==> src/inc/nlc_pkg.sv <==
// Constants and types for the nlc unit.
// Assumes one clock and synchronous-read RAM and ROM.
package nlc_pkg;

  // ---
  // Widths
  // ---
  localparam int RAM_AW = 7;
  localparam int IDX_W = 12;
  localparam int ROM_DW = 8;
  localparam int SYNC_W = 10;

  // ---
  // Reset values
  // ---
  localparam logic [3:0] ACC_RST = 4'h0;
  localparam logic [IDX_W-1:0] IDX_RST = 12'h000;
  localparam logic [7:0] EN_RST = 8'h00;

  // ---
  // Masks; reserved bits zero
  // ---
  localparam logic [7:0] IRQ_EN_MASK = 8'h2F;
  localparam logic [7:0] HALT_WAKE_MASK = 8'h2E;
  localparam logic [7:0] STOP_WAKE_MASK = 8'hB0;
  localparam int PORT_WAKE_BIT = 4;

  // ---
  // Enable bit positions
  // ---
  localparam int HWE_TMR1 = 1;
  localparam int HWE_INT = 2;
  localparam int HWE_PRED = 3;
  localparam int HWE_KEY = 5;
  localparam int SWE_PORTC = 4;
  localparam int SWE_INT = 5;
  localparam int SWE_KEY = 7;

  // ---
  // Synchroniser vector layout
  // ---
  localparam int SY_PORTC_LO = 0;
  localparam int SY_INT = 4;
  localparam int SY_KEY_LO = 5;
  localparam int SY_FAST_RDY = 9;

  // ---
  // Decimal adjust constants
  // ---
  localparam logic [3:0] DEC_MAX = 4'h9;
  localparam logic [3:0] DA_ADD_ADJ = 4'h6;
  localparam logic [3:0] DA_SUB_ADJ = 4'hA;
  localparam logic [3:0] DAA_CARRY_LIM = 4'h3;
  localparam logic [3:0] DAS_LOW_LIM = 4'h6;

  // ---
  // Instruction codes
  // ---
  typedef enum logic [4:0] {
    OP_STORE_RESULT = 5'h00,
    OP_IMMEDIATE_LOAD = 5'h01,
    OP_LOAD_FROM_MEMORY = 5'h02,
    OP_TBL_HI = 5'h03,
    OP_TBL_LO = 5'h04,
    OP_TBL_HI_INC = 5'h05,
    OP_TBL_LO_INC = 5'h06,
    OP_HALT = 5'h07,
    OP_STOP = 5'h08,
    OP_HALT_PORT_WAKE_SELECT = 5'h09,
    OP_IRQ_ENABLE_SET = 5'h0A,
    OP_HALT_WAKE_ENABLE_SET = 5'h0B,
    OP_STOP_WAKE_ENABLE_SET = 5'h0C,
    OP_FAST = 5'h0D,
    OP_SLOW = 5'h0E,
    OP_BACKUP_WAKE_READ = 5'h0F,
    OP_WAKE_CAUSE_READ = 5'h10,
    OP_KEY_WAKE_READ = 5'h11,
    OP_MISC_STATUS_READ = 5'h12,
    OP_INDEX_HIGH_LOAD = 5'h13,
    OP_INDEX_LOW_LOAD = 5'h14,
    OP_DECIMAL_ADJUST_ADD = 5'h15,
    OP_DECIMAL_ADJUST_SUBTRACT = 5'h16
  } nlc_op_t;

  typedef enum logic [2:0] {
    ST_IDLE = 3'b000,
    ST_ADDR = 3'b001,
    ST_EXEC = 3'b010,
    ST_WRITE = 3'b011,
    ST_HALT = 3'b100,
    ST_STOP = 3'b101,
    ST_FAST_WAIT = 3'b110,
    ST_SLOW_OFF = 3'b111
  } nlc_state_t;

endpackage : nlc_pkg

==> src/core/nlc_dec_adjust.sv <==
// Decimal adjust of a nibble after add or subtract.
// Combinational; the caller registers the result.
module nlc_dec_adjust
  import nlc_pkg::*;
(
  // Operand
  input wire logic [3:0] value_i,
  input wire logic carry_i,
  input wire logic subtract_i,
  // Result
  output logic [3:0] value_o,
  output logic carry_o
);

  always_comb begin
    value_o = value_i;
    carry_o = carry_i;
    if (!subtract_i) begin
      if (value_i > DEC_MAX && !carry_i) begin
        value_o = value_i + DA_ADD_ADJ;
        carry_o = 1'b1;
      end else if (carry_i && value_i <= DAA_CARRY_LIM) begin
        value_o = value_i + DA_ADD_ADJ;
      end
    end else if (!carry_i && value_i >= DAS_LOW_LIM) begin
      value_o = value_i + DA_SUB_ADJ;
    end
  end

endmodule : nlc_dec_adjust

==> src/core/nlc_core.sv <==
// Load/store, table read, halt/stop, wake mask, clock switch and decimal adjust unit.
// Assumes RAM and ROM reads return one cycle later.
//
// What this block does
// - Store writes nibble to memory at Rx or index; nibble kept.
// - Immediate load puts a 4-bit constant into result nibble and memory.
// - Load copies addressed memory nibble into result nibble; memory unchanged.
// - Table loads put upper or lower ROM nibble at index into memory and nibble.
// - Post-increment table loads add one to the index pointer afterwards.
// - Halt waits for interrupt, selected port C change or enabled wake.
// - Halt ended by interrupt resumes after halt once the service returns.
// - Stop halts oscillators; key level, pin change or port C high release.
// - Port wake select bit 4 lets port C changes release halt.
// - Interrupt enable set: bits 0,1,2,3,5 from operand; 4,6,7 reserved.
// - Halt wake enable set: bits 1,2,3,5 from operand; others reserved.
// - Stop wake enable set: bits 4,5,7 from operand; others reserved.
// - Fast starts the fast oscillator, then switches system clock to it.
// - Slow switches system clock to crystal, then stops the fast oscillator.
// - Backup wake read returns backup flag, port C wake, other wake flags.
// - Wake cause read returns pin, timer, predivider stage 15, overflow flags.
// - Key wake read returns the key wake flag in bit 0.
// - Misc status read returns clock select flag and watchdog enable flag.
// - Index high load takes nibble and memory; index low load takes memory.
// - Adjust add: A-F, no carry: add 6, set carry; 0-3 with carry: add 6.
// - Adjust subtract: 6-F, no carry: add ten; carry kept.
module nlc_core
  import nlc_pkg::*;
(
  // Clock and reset
  input wire logic clk_i,
  input wire logic nrst_i,
  // Instruction request
  input wire logic instr_valid_i,
  input wire nlc_pkg::nlc_op_t instr_op_i,
  input wire logic [7:0] instr_operand_i,
  input wire logic [nlc_pkg::RAM_AW-1:0] instr_rx_i,
  input wire logic instr_at_index_i,
  input wire logic instr_mem_write_i,
  output logic instr_ready_o,
  output logic instr_done_o,
  // Nibble and carry shared with the ALU
  input wire logic alu_acc_we_i,
  input wire logic [3:0] alu_acc_i,
  input wire logic alu_carry_we_i,
  input wire logic alu_carry_i,
  output logic [3:0] result_nibble_reg_o,
  output logic carry_bit_o,
  output logic [nlc_pkg::IDX_W-1:0] table_index_pointer_o,
  // Data memory
  output logic [nlc_pkg::RAM_AW-1:0] mem_addr_o,
  output logic [3:0] mem_wdata_o,
  output logic mem_we_o,
  input wire logic [3:0] mem_rdata_i,
  // Table ROM
  output logic [nlc_pkg::IDX_W-1:0] rom_addr_o,
  input wire logic [nlc_pkg::ROM_DW-1:0] rom_data_i,
  // Wake pins
  input wire logic [3:0] port_c_pins_i,
  input wire logic ext_int_pin_i,
  input wire logic [3:0] key_inputs_i,
  input wire logic key_active_high_i,
  // On-chip wake sources and status
  input wire logic key_scan_window_i,
  input wire logic timer1_underflow_i,
  input wire logic predivider_overflow_i,
  input wire logic predivider_stage15_i,
  input wire logic irq_accept_i,
  input wire logic return_done_i,
  input wire logic backup_mode_flag_i,
  input wire logic watchdog_on_flag_i,
  // Enable masks
  output logic [7:0] irq_enable_bits_o,
  output logic [7:0] halt_wake_enable_bits_o,
  output logic [7:0] stop_wake_enable_bits_o,
  output logic port_c_halt_wake_o,
  // Power and clock control
  output logic halted_o,
  output logic stopped_o,
  output logic return_after_halt_o,
  output logic fast_oscillator_en_o,
  input wire logic fast_oscillator_ready_i,
  output logic sysclk_select_flag_o,
  output logic all_osc_stop_o
);
  import nlc_pkg::*;

  // ---
  // State
  // ---
  typedef struct packed {
    nlc_state_t st;
    nlc_op_t op;
    logic [7:0] operand;
    logic at_index;
    logic mem_write;
    logic [RAM_AW-1:0] rx;
    logic [3:0] acc;
    logic carry;
    logic [IDX_W-1:0] idx;
    logic [7:0] irq_en;
    logic [7:0] hwe;
    logic [7:0] swe;
    logic portc_wake;
    logic sysclk_sel;
    logic fast_en;
    logic osc_stop;
    logic wf_portc;
    logic wf_other;
    logic wf_int;
    logic wf_tmr1;
    logic wf_pred;
    logic wf_key;
    logic ret_pending;
    logic [RAM_AW-1:0] mem_addr;
    logic [3:0] mem_wdata;
    logic mem_we;
    logic [IDX_W-1:0] rom_addr;
    logic done;
    logic [SYNC_W-1:0] sync1;
    logic [SYNC_W-1:0] sync2;
    logic [4:0] prev;
  } nlc_regs_t;

  localparam nlc_regs_t REGS_RST = '{
    st: ST_IDLE, op: OP_STORE_RESULT, operand: 8'h00, at_index: 1'b0, mem_write: 1'b0,
    rx: '0, acc: ACC_RST, carry: 1'b0, idx: IDX_RST, irq_en: EN_RST, hwe: EN_RST,
    swe: EN_RST, portc_wake: 1'b0, sysclk_sel: 1'b0, fast_en: 1'b0, osc_stop: 1'b0,
    wf_portc: 1'b0, wf_other: 1'b0, wf_int: 1'b0, wf_tmr1: 1'b0, wf_pred: 1'b0,
    wf_key: 1'b0, ret_pending: 1'b0, mem_addr: '0, mem_wdata: 4'h0, mem_we: 1'b0,
    rom_addr: IDX_RST, done: 1'b0, sync1: '0, sync2: '0, prev: 5'h00
  };

  nlc_regs_t s;
  nlc_regs_t next_s;

  // ---
  // Decimal adjust
  // ---
  logic [3:0] da_value;
  logic da_carry;

  nlc_dec_adjust u_dec_adjust (
    .value_i(s.acc),
    .carry_i(s.carry),
    .subtract_i(s.op == OP_DECIMAL_ADJUST_SUBTRACT),
    .value_o(da_value),
    .carry_o(da_carry)
  );

  // ---
  // Helpers
  // ---
  function automatic logic needs_memory(input nlc_op_t op);
    unique case (op)
      OP_HALT, OP_STOP, OP_HALT_PORT_WAKE_SELECT, OP_IRQ_ENABLE_SET,
      OP_HALT_WAKE_ENABLE_SET, OP_STOP_WAKE_ENABLE_SET, OP_FAST, OP_SLOW: needs_memory = 1'b0;
      default: needs_memory = 1'b1;
    endcase
  endfunction : needs_memory

  // Table loads write Rx; the index picks the ROM byte
  function automatic logic uses_index_addr(input nlc_op_t op, input logic at_index);
    unique case (op)
      OP_TBL_HI, OP_TBL_LO, OP_TBL_HI_INC, OP_TBL_LO_INC: uses_index_addr = 1'b0;
      default: uses_index_addr = at_index;
    endcase
  endfunction : uses_index_addr

  // ---
  // Wake detection, on synchronised pins only
  // ---
  logic [3:0] portc_now;
  logic [3:0] keys_now;
  logic int_now;
  logic portc_change;
  logic int_change;
  logic key_hit;
  logic halt_by_portc;
  logic halt_by_tmr1;
  logic halt_by_int;
  logic halt_by_pred;
  logic halt_by_key;
  logic halt_by_other;
  logic stop_release;

  assign portc_now = s.sync2[SY_PORTC_LO +: 4];
  assign keys_now = s.sync2[SY_KEY_LO +: 4];
  assign int_now = s.sync2[SY_INT];
  assign portc_change = portc_now != s.prev[3:0];
  assign int_change = int_now != s.prev[4];
  // Key polarity: LED high, LCD low
  assign key_hit = key_scan_window_i && (key_active_high_i ? |keys_now : ~&keys_now);

  assign halt_by_portc = s.portc_wake && portc_change;
  assign halt_by_tmr1 = s.hwe[HWE_TMR1] && timer1_underflow_i;
  assign halt_by_int = s.hwe[HWE_INT] && int_change;
  assign halt_by_pred = s.hwe[HWE_PRED] && predivider_overflow_i;
  assign halt_by_key = s.hwe[HWE_KEY] && key_hit;
  assign halt_by_other = halt_by_tmr1 || halt_by_int || halt_by_pred || halt_by_key;

  // Port C high at stop entry ends stop at once
  assign stop_release = (s.swe[SWE_PORTC] && |portc_now)
                     || (s.swe[SWE_INT] && int_change)
                     || (s.swe[SWE_KEY] && key_hit);

  // ---
  // Next state
  // ---
  always_comb begin
    logic [3:0] rd_value;
    logic rd_write;
    rd_value = 4'h0;
    rd_write = 1'b0;
    next_s = s;
    next_s.done = 1'b0;
    next_s.mem_we = 1'b0;
    next_s.sync1 = {fast_oscillator_ready_i, key_inputs_i, ext_int_pin_i, port_c_pins_i};
    next_s.sync2 = s.sync1;
    next_s.prev = {int_now, portc_now};
    if (return_done_i) begin
      next_s.ret_pending = 1'b0;
    end

    unique case (s.st)
      ST_IDLE: begin
        if (alu_acc_we_i) begin
          next_s.acc = alu_acc_i;
        end
        if (alu_carry_we_i) begin
          next_s.carry = alu_carry_i;
        end
        if (instr_valid_i) begin
          next_s.op = instr_op_i;
          next_s.operand = instr_operand_i;
          next_s.at_index = instr_at_index_i;
          next_s.mem_write = instr_mem_write_i;
          next_s.rx = instr_rx_i;
          next_s.mem_addr = uses_index_addr(instr_op_i, instr_at_index_i)
                            ? s.idx[RAM_AW-1:0] : instr_rx_i;
          next_s.rom_addr = s.idx;
          if (needs_memory(instr_op_i)) begin
            next_s.st = ST_ADDR;
          end else begin
            next_s.done = 1'b1;
            unique case (instr_op_i)
              OP_HALT: begin
                next_s.done = 1'b0;
                next_s.st = ST_HALT;
                next_s.wf_portc = 1'b0;
                next_s.wf_other = 1'b0;
                next_s.wf_int = 1'b0;
                next_s.wf_tmr1 = 1'b0;
                next_s.wf_pred = 1'b0;
                next_s.wf_key = 1'b0;
              end
              OP_STOP: begin
                next_s.done = 1'b0;
                next_s.st = ST_STOP;
                next_s.osc_stop = 1'b1;
              end
              OP_HALT_PORT_WAKE_SELECT: begin
                next_s.portc_wake = instr_operand_i[PORT_WAKE_BIT];
              end
              OP_IRQ_ENABLE_SET: begin
                next_s.irq_en = instr_operand_i & IRQ_EN_MASK;
              end
              OP_HALT_WAKE_ENABLE_SET: begin
                next_s.hwe = instr_operand_i & HALT_WAKE_MASK;
              end
              OP_STOP_WAKE_ENABLE_SET: begin
                next_s.swe = instr_operand_i & STOP_WAKE_MASK;
              end
              OP_FAST: begin
                next_s.done = 1'b0;
                next_s.fast_en = 1'b1;
                next_s.st = ST_FAST_WAIT;
              end
              OP_SLOW: begin
                next_s.done = 1'b0;
                next_s.sysclk_sel = 1'b0;
                next_s.st = ST_SLOW_OFF;
              end
              default: begin
              end
            endcase
          end
        end
      end

      // RAM and ROM capture the address here
      ST_ADDR: begin
        next_s.st = ST_EXEC;
      end

      ST_EXEC: begin
        next_s.st = ST_WRITE;
        unique case (s.op)
          OP_STORE_RESULT: begin
            rd_value = s.acc;
            rd_write = 1'b1;
          end
          OP_IMMEDIATE_LOAD: begin
            rd_value = s.operand[3:0];
            rd_write = 1'b1;
            next_s.acc = s.operand[3:0];
          end
          OP_LOAD_FROM_MEMORY: begin
            next_s.acc = mem_rdata_i;
          end
          OP_TBL_HI, OP_TBL_HI_INC: begin
            rd_value = rom_data_i[7:4];
            rd_write = 1'b1;
            next_s.acc = rom_data_i[7:4];
          end
          OP_TBL_LO, OP_TBL_LO_INC: begin
            rd_value = rom_data_i[3:0];
            rd_write = 1'b1;
            next_s.acc = rom_data_i[3:0];
          end
          OP_BACKUP_WAKE_READ: begin
            rd_value = {1'b0, s.wf_other, s.wf_portc, backup_mode_flag_i};
            rd_write = 1'b1;
            next_s.acc = rd_value;
          end
          OP_WAKE_CAUSE_READ: begin
            rd_value = {s.wf_pred, predivider_stage15_i, s.wf_tmr1, s.wf_int};
            rd_write = 1'b1;
            next_s.acc = rd_value;
          end
          OP_KEY_WAKE_READ: begin
            rd_value = {3'b000, s.wf_key};
            rd_write = 1'b1;
            next_s.acc = rd_value;
          end
          OP_MISC_STATUS_READ: begin
            rd_value = {2'b00, watchdog_on_flag_i, s.sysclk_sel};
            rd_write = 1'b1;
            next_s.acc = rd_value;
          end
          OP_INDEX_HIGH_LOAD: begin
            next_s.idx[IDX_W-1:4] = {s.acc, mem_rdata_i};
          end
          OP_INDEX_LOW_LOAD: begin
            next_s.idx[3:0] = mem_rdata_i;
          end
          OP_DECIMAL_ADJUST_ADD, OP_DECIMAL_ADJUST_SUBTRACT: begin
            rd_value = da_value;
            rd_write = s.mem_write;
            next_s.acc = da_value;
            next_s.carry = da_carry;
          end
          default: begin
          end
        endcase
        if (s.op == OP_TBL_HI_INC || s.op == OP_TBL_LO_INC) begin
          next_s.idx = s.idx + 12'h001;
        end
        next_s.mem_wdata = rd_value;
        next_s.mem_we = rd_write;
      end

      // Strobe stands one cycle
      ST_WRITE: begin
        next_s.st = ST_IDLE;
        next_s.done = 1'b1;
      end

      ST_HALT: begin
        if (irq_accept_i || halt_by_portc || halt_by_other) begin
          next_s.st = ST_IDLE;
          next_s.done = 1'b1;
          next_s.wf_portc = halt_by_portc;
          next_s.wf_other = halt_by_other;
          next_s.wf_int = halt_by_int;
          next_s.wf_tmr1 = halt_by_tmr1;
          next_s.wf_pred = halt_by_pred;
          next_s.wf_key = halt_by_key;
          // Set wins over a same-cycle return
          if (irq_accept_i) begin
            next_s.ret_pending = 1'b1;
          end
        end
      end

      ST_STOP: begin
        if (stop_release) begin
          next_s.osc_stop = 1'b0;
          next_s.st = ST_IDLE;
          next_s.done = 1'b1;
        end
      end

      // Switch only once the fast oscillator is stable
      ST_FAST_WAIT: begin
        if (s.sync2[SY_FAST_RDY]) begin
          next_s.sysclk_sel = 1'b1;
          next_s.st = ST_IDLE;
          next_s.done = 1'b1;
        end
      end

      ST_SLOW_OFF: begin
        next_s.fast_en = 1'b0;
        next_s.st = ST_IDLE;
        next_s.done = 1'b1;
      end
    endcase
  end

  // ---
  // Registers
  // ---
  always_ff @(posedge clk_i or negedge nrst_i) begin
    if (!nrst_i) begin
      s <= REGS_RST;
    end else begin
      s <= next_s;
    end
  end

  // ---
  // Outputs
  // ---
  assign instr_ready_o = s.st == ST_IDLE;
  assign instr_done_o = s.done;
  assign result_nibble_reg_o = s.acc;
  assign carry_bit_o = s.carry;
  assign table_index_pointer_o = s.idx;
  assign mem_addr_o = s.mem_addr;
  assign mem_wdata_o = s.mem_wdata;
  assign mem_we_o = s.mem_we;
  assign rom_addr_o = s.rom_addr;
  assign irq_enable_bits_o = s.irq_en;
  assign halt_wake_enable_bits_o = s.hwe;
  assign stop_wake_enable_bits_o = s.swe;
  assign port_c_halt_wake_o = s.portc_wake;
  assign halted_o = s.st == ST_HALT;
  assign stopped_o = s.st == ST_STOP;
  assign return_after_halt_o = s.ret_pending;
  assign fast_oscillator_en_o = s.fast_en;
  assign sysclk_select_flag_o = s.sysclk_sel;
  assign all_osc_stop_o = s.osc_stop;

endmodule : nlc_core

==> config.mk <==
export PLATFORM = sky130hd
export DESIGN_NAME = nlc_core
export DESIGN_NICKNAME = d
export VERILOG_FILES = /design/src/inc/nlc_pkg.sv /design/src/core/nlc_dec_adjust.sv /design/src/core/nlc_core.sv
export SDC_FILE = /design/constraint.sdc
export NUM_CORES = 1
export LEC_CHECK = 0
export ABC_AREA = 1
export BUFFER_PORTS_ARGS = -buffer_cell sky130_fd_sc_hd__buf_2
export CAP_MARGIN = 15
export CORE_MARGIN = 2
export CORE_UTILIZATION = 40
export CTS_BUF_LIST = sky130_fd_sc_hd__clkbuf_4 sky130_fd_sc_hd__clkbuf_8 sky130_fd_sc_hd__clkbuf_16
export CTS_CLUSTER_DIAMETER = 80
export CTS_CLUSTER_SIZE = 20
export DETAILED_ROUTE_END_ITERATION = 7
export MAX_ROUTING_LAYER = met4
export PLACE_DENSITY_LB_ADDON = 0.05
export SLEW_MARGIN = 5
export SYNTH_ARGS = -nofsm -noshare
export SYNTH_HDL_FRONTEND = slang
export SYNTH_SLANG_ARGS = --single-unit
==> constraint.sdc <==
create_clock -name clk_i -period 5.1 [get_ports clk_i]
set_clock_uncertainty 0.2 [all_clocks]
set_input_delay 0 -clock clk_i [delete_from_list [all_inputs] [get_ports clk_i]]
set_output_delay 0 -clock clk_i [all_outputs]
set_load 0.005 [all_outputs]
---- After elaboration in Yosys (flattened, before gate mapping) ----
Memories as Yosys holds them, arrays and structs flattened.
Cells that the tools add are included.
W data, S select, Z words.
storage, ports and cells
  ROM bits ................................ 16
  flip-flop bits (word level) ............. 115
  memories ................................ 1
  input bits .............................. 63
  logic and storage cells ................. 201
  output and inout port bits .............. 74
cells by class
  add/subtract/negate cells ............... 3
  bitwise gates (word level) .............. 1
  $lt $le $gt $ge ......................... 3
  muxes and demuxes ....................... 55
  equality and inequality tests ........... 51
  reduce and logical (&&, ||, !) cells .... 55
memory list
  memory           words  bits a word  read ports  clocked after Yosys merged registers in  wr ports  line             source
  (no name shown)  16     1            1           0                                        0         nlc_core.sv:154  unique case (op)
operators by type and width
  operator                 count
  $pmux W4 S9              2
  $eq A5 B4 Y1 const B     8
  $eq A5 B3 Y1 const B     7
  $eq A5 B5 Y1 const B     7
  $mux W1                  26
  $mux W25                 1
  $reduce_and A5 Y1        5
  $mux W4                  6
  $reduce_and A4 Y1        6
  $pmux W3 S7              1
  $ne A2 B1 Y1 const B     10
  $mux W9                  2
  $reduce_or A4 Y1         4
  $eq A5 B2 Y1 const B     3
  $mux W7                  2
  $reduce_bool A2 Y1       7
  $add A12 B1 Y12 const B  1
  $eq A3 B3 Y1 const B     4
  $logic_and A1 B1 Y1      12
  $mux W12                 1
  $mux W3                  4
  $pmux W3 S4              1
  $pmux W6 S2              1
  $ne A10 B1 Y1 const B    1
  other kinds (26)         46

---- Logic depth before layout (Yosys ltp) ----
  depth after elaboration ................. 9
  depth in mapped cells ................... 12

---- By module ----
Synthesis repeated with hierarchy kept, for this count alone.
unflattened totals
  cells, all modules ...................... 744
  area, all modules ....................... 5754.3 um2
modules (own cells, without submodules)
  module          area each (um2)  sequential area each (um2)  instances  cells each
  nlc_core        5526.6           2577.5                      1          698
  nlc_dec_adjust  227.7            0.0                         1          46

---- Worst setup path before layout ----
No wires, ideal clock.
  path type ............................... register to register
  start ................................... register s[124] (netlist bit)
  end ..................................... register s, in the netlist stop_wake_enable_bits_o[7]
  required time ........................... 4.773 ns
  setup slack ............................. 3.392 ns
  clock period less this slack ............ 1.708 ns
  arrival time ............................ 1.381 ns
  stages on the path, launching flop included .. 8
  buffers on the path ..................... 0
  path through ............................ dfrtp_1 > nor2_1 > nand2_1 > nor2_2 > nand2_2 > inv_2 > nand2_2 > mux2_1
between the ends
  cells in the longest elaborated chain, start to end .. 2
RTL lines
  item                         line             source
  from (decl)                  nlc_core.sv:133  nlc_regs_t s;
  from (signal assigned)       nlc_core.sv:417  s <= next_s;
  $logic_not A3 Y1             nlc_core.sv:224  unique case (s.st)
  $reduce_and A4 Y1 (no line)  --
Every way passes these cells.
A chain may end at the register's enable or synchronous reset.

---- Final worst setup path ----
  start ................................... register s[124] (netlist bit)
  end ..................................... register s, in the netlist mem_addr_o[4]
between the ends
  cells in the longest elaborated chain, start to end .. 2
RTL lines
  item                         line
  $logic_not A3 Y1             nlc_core.sv:224
  $reduce_and A2 Y1 (no line)  --
Every way passes these cells.

==> results.sh <==
export IMPL_status="finished clean"
export IMPL_total_leakage_power_nw=3.61
export IMPL_grt_setup_unrepaired="false"
export IMPL_syn_to_final_growth_pct=23.6
export IMPL_tns_ns=0
export IMPL_dp_cells=957
export IMPL_globalplace_congestion=0.919
export IMPL_worstReg2RegStart="s[124]$_DFFE_PN0P_"
export IMPL_fin_nets=920
export IMPL_synth_distinct_cells=40
export IMPL_r2r_cells=7
export IMPL_slew_viol_final=0
export IMPL_antenna_found_initial=0
export IMPL_tritoncts_num_buffers=9
export IMPL_final_common_cell="nand2_1"
export IMPL_cts_root_buf="clkbuf_16"
export IMPL_synthFlopType="dfrtp_1"
export IMPL_ys_warn_count=0
export IMPL_setup_viol=0
export IMPL_fin_cells=1039
export IMPL_crit_chain="nor2_1 > nand2_1 > nor2_2 > inv_2 > nand2_1 > o21ai_0 > dlygate4sd3_1"
export IMPL_core_area_um2=13800
export IMPL_synth_xor_area_share=0.0140
export IMPL_dieArea_um2=15000
export IMPL_port_buffers=123
export IMPL_most_common_layout_cells="nand2_1 (175), buf_2 (122), dfrtp_1 (103)"
export IMPL_drive_above_1_share=0.204
export IMPL_worstSkewPairLatency_ns=0.35
export IMPL_grt_max_degree=66
export IMPL_cts_resized=0
export IMPL_cap_viol_max_count=0
export IMPL_yosysSeqAreaShare=0.459
export IMPL_syn_avg_cell_area_um2=7.85
export IMPL_die_h_um=122
export IMPL_worstSetupEndpointType="register"
export IMPL_holdBufCountCts=66
export IMPL_worst_path_most_repeated_cell="nand2_1"
export IMPL_grtUsageTotal=0.209
export IMPL_crit_slowest_cell="nor2_2"
export IMPL_worstMarginPinSlew_ns=0.931
export IMPL_grt_pass1_vias=5026
export IMPL_cp_depth=7
export IMPL_antennaDiodeCount=0
export IMPL_drtPass1Iterations=5
export IMPL_synth_seq_cells=103
export IMPL_worstPathRequired_ns=5.13
export IMPL_power_per_cell_area_nw_per_um2=490
export IMPL_worst_hold_path_type="input port to register"
export IMPL_synth_top_family_by_area="simple AND/OR/NAND/NOR gates"
export IMPL_synth_compound_gate_area_share=0.116
export IMPL_wirelength_um=14400
export IMPL_cp_max_fo=37
export IMPL_dpl_hpwl_um=10600
export IMPL_fin_crit_sh=0.613
export IMPL_post_cts_setup_buffer_count=0
export IMPL_yosys_area_share_adder=0.00669
export IMPL_synth_simple_area_share=0.252
export IMPL_ant_nets=0
export IMPL_die_width_um=122
export IMPL_synth_area_um2=5610
export IMPL_path_buf_inv=2
export IMPL_ios=137
export IMPL_period_minus_slack_ns=3.13
export IMPL_via_per_inst=4.85
export IMPL_cts_htree_levels=3
export IMPL_cp_start_kind="register"
export IMPL_slowest_delay_ns=0.74
export IMPL_crit_start="s[124]$_DFFE_PN0P_"
export IMPL_cp_data_arrival_time_ns=3.16
export IMPL_clk_path_buf_depth=2
export IMPL_yosys_top_cells_area="dfrtp_1 (46%), nand2_1 (12%), buf_4 (8.7%), o21ai_0 (5.7%), nand3_1 (4.5%)"
export IMPL_path_clk_slew_ns=0.07
export IMPL_cts_tree="yes"
export IMPL_p_total_mw=3.40
export IMPL_worst_ir_drop_vdd_mv=0.176
export IMPL_drc=0
export IMPL_synth_cells=715
export IMPL_hold_path_depth=6
export IMPL_num_rows=43
export IMPL_grt_pass1_wl_um=23700
export IMPL_max_freq_mhz=320
export IMPL_synth_top_area_share=0.459
export IMPL_drt_wirelength_per_cell_um=13.8
export IMPL_cts_sinks=103
export IMPL_synth_top_area_cell="dfrtp_1"
export IMPL_via_count=5040
export IMPL_min_delay_start="key_active_high_i"
export IMPL_hold_viol_final=0
export IMPL_muxShareOfSynthArea=0.00201
export IMPL_crit_type="register to register"
export IMPL_grt_overflow_total=0
export IMPL_async_flop_share=1.00
export IMPL_path_delay_family="simple AND/OR/NAND/NOR gates"
export IMPL_initial_core_util=0.408
export IMPL_drt_iter0_drc=203
export IMPL_slew_limit_headroom=0.379
export IMPL_synth_edf_count=0
per-layer routing:
layer	GRT usage	vias to the layer above	share of wire
met5	-	-	0
met1	0.265	2351	0.46
met2	0.340	131	0.48
met3	0.0232	27	0.034
met4	0.0891	0	0.023
li1	-	2531	-
worst min-delay path, delay by kind of cell:
| kind | cells | cell delay, ns |
|---|---|---|
| buffers and inverters | 1 | 0.09 |
| and+or+nand+nor | 5 | 0.45 |
flip-flops by register name (all words and copies together), names as in the netlist:
signal	flops
fast_oscillator_en_o	1
table_index_pointer_o	12
instr_done_o	1
carry_bit_o	1
next_s	14
all_osc_stop_o	1
stop_wake_enable_bits_o	3
mem_addr_o	7
s	25
int_now	1
irq_enable_bits_o	5
mem_we_o	1
sysclk_select_flag_o	1
halt_wake_enable_bits_o	4
port_c_halt_wake_o	1
mem_wdata_o	4
result_nibble_reg_o	4
keys_now	4
rom_addr_o	12
return_after_halt_o	1
worst paths after layout:
kind | end | slack [ns]
setup / recovery | mem_addr_o[4]$_DFFE_PN0P_ | 1.97
hold / removal | s[51]$_DFFE_PN0P_ | 0.02
setup reg to reg | mem_addr_o[4]$_DFFE_PN0P_ | 1.97
hold reg to reg | keys_now[2]$_DFF_PN0_ | 0.15
max in group asynchronous | s[125]$_DFFE_PN0P_ | 3.60
min in group asynchronous | rom_addr_o[7]$_DFFE_PN0P_ | 0.07
synth_stat cells (5+ instances only):
| cell | number |
|---|---|
| a21oi_1 | 22 |
| buf_4 | 65 |
| clkbuf_1 | 5 |
| dfrtp_1 | 103 |
| inv_1 | 66 |
| inv_2 | 10 |
| nand2_1 | 175 |
| nand2_2 | 7 |
| nand3_1 | 51 |
| nand4_1 | 17 |
| nor2_1 | 57 |
| nor2_2 | 7 |
| o21ai_0 | 64 |
| o21ai_1 | 8 |
| xor2_1 | 5 |
through the flow:
stage          hold WS (ns)  area [um^2]  utilization  setup WS, ns
6_report             0.0215         6940        0.504          1.97
5_1_grt              0.0575         6940        0.504          1.61
4_1_cts              0.0142         6940        0.504          1.95
3_5_place_dp        -0.0907         5970        0.434          2.47
3_3_place_gp        -0.0928         5970        0.434          2.50
2_1_floorplan        -0.496         5650            -          3.39
final cells by class:
class	count	area (um^2)
Tap cell	180	225
Inverter	80	300
Clock buffer	9	225
Multi-Input combinational cell	470	2240
Clock inverter	7	82.6
Sequential cell	103	2580
Timing Repair Buffer	190	1290
Fill cell	1382	6830
cells by family (layout without fill, tap and decap cells):
logic type | count (synthesis) | in the layout
AOI/OAI and AO/OA | 118 | 118
xor gates and xnor gates | 9 | 9
adders and majority gates | 3 | 3
buffers and inverters | 153 | 286
DFF | 103 | 103
muxes | 1 | 1
other | 1 | 12
and+or+nand+nor | 327 | 327
power breakdown:
part | internal [mW] | switching (mW) | leakage [nW]
Sequential | 1.04 | 0.212 | 1.28
Combinational | 0.590 | 0.849 | 2.18
Clock | 0.387 | 0.327 | 0.144
Total | 2.01 | 1.39 | 3.61
No activity file was read; power rests on OpenSTA's default activity.
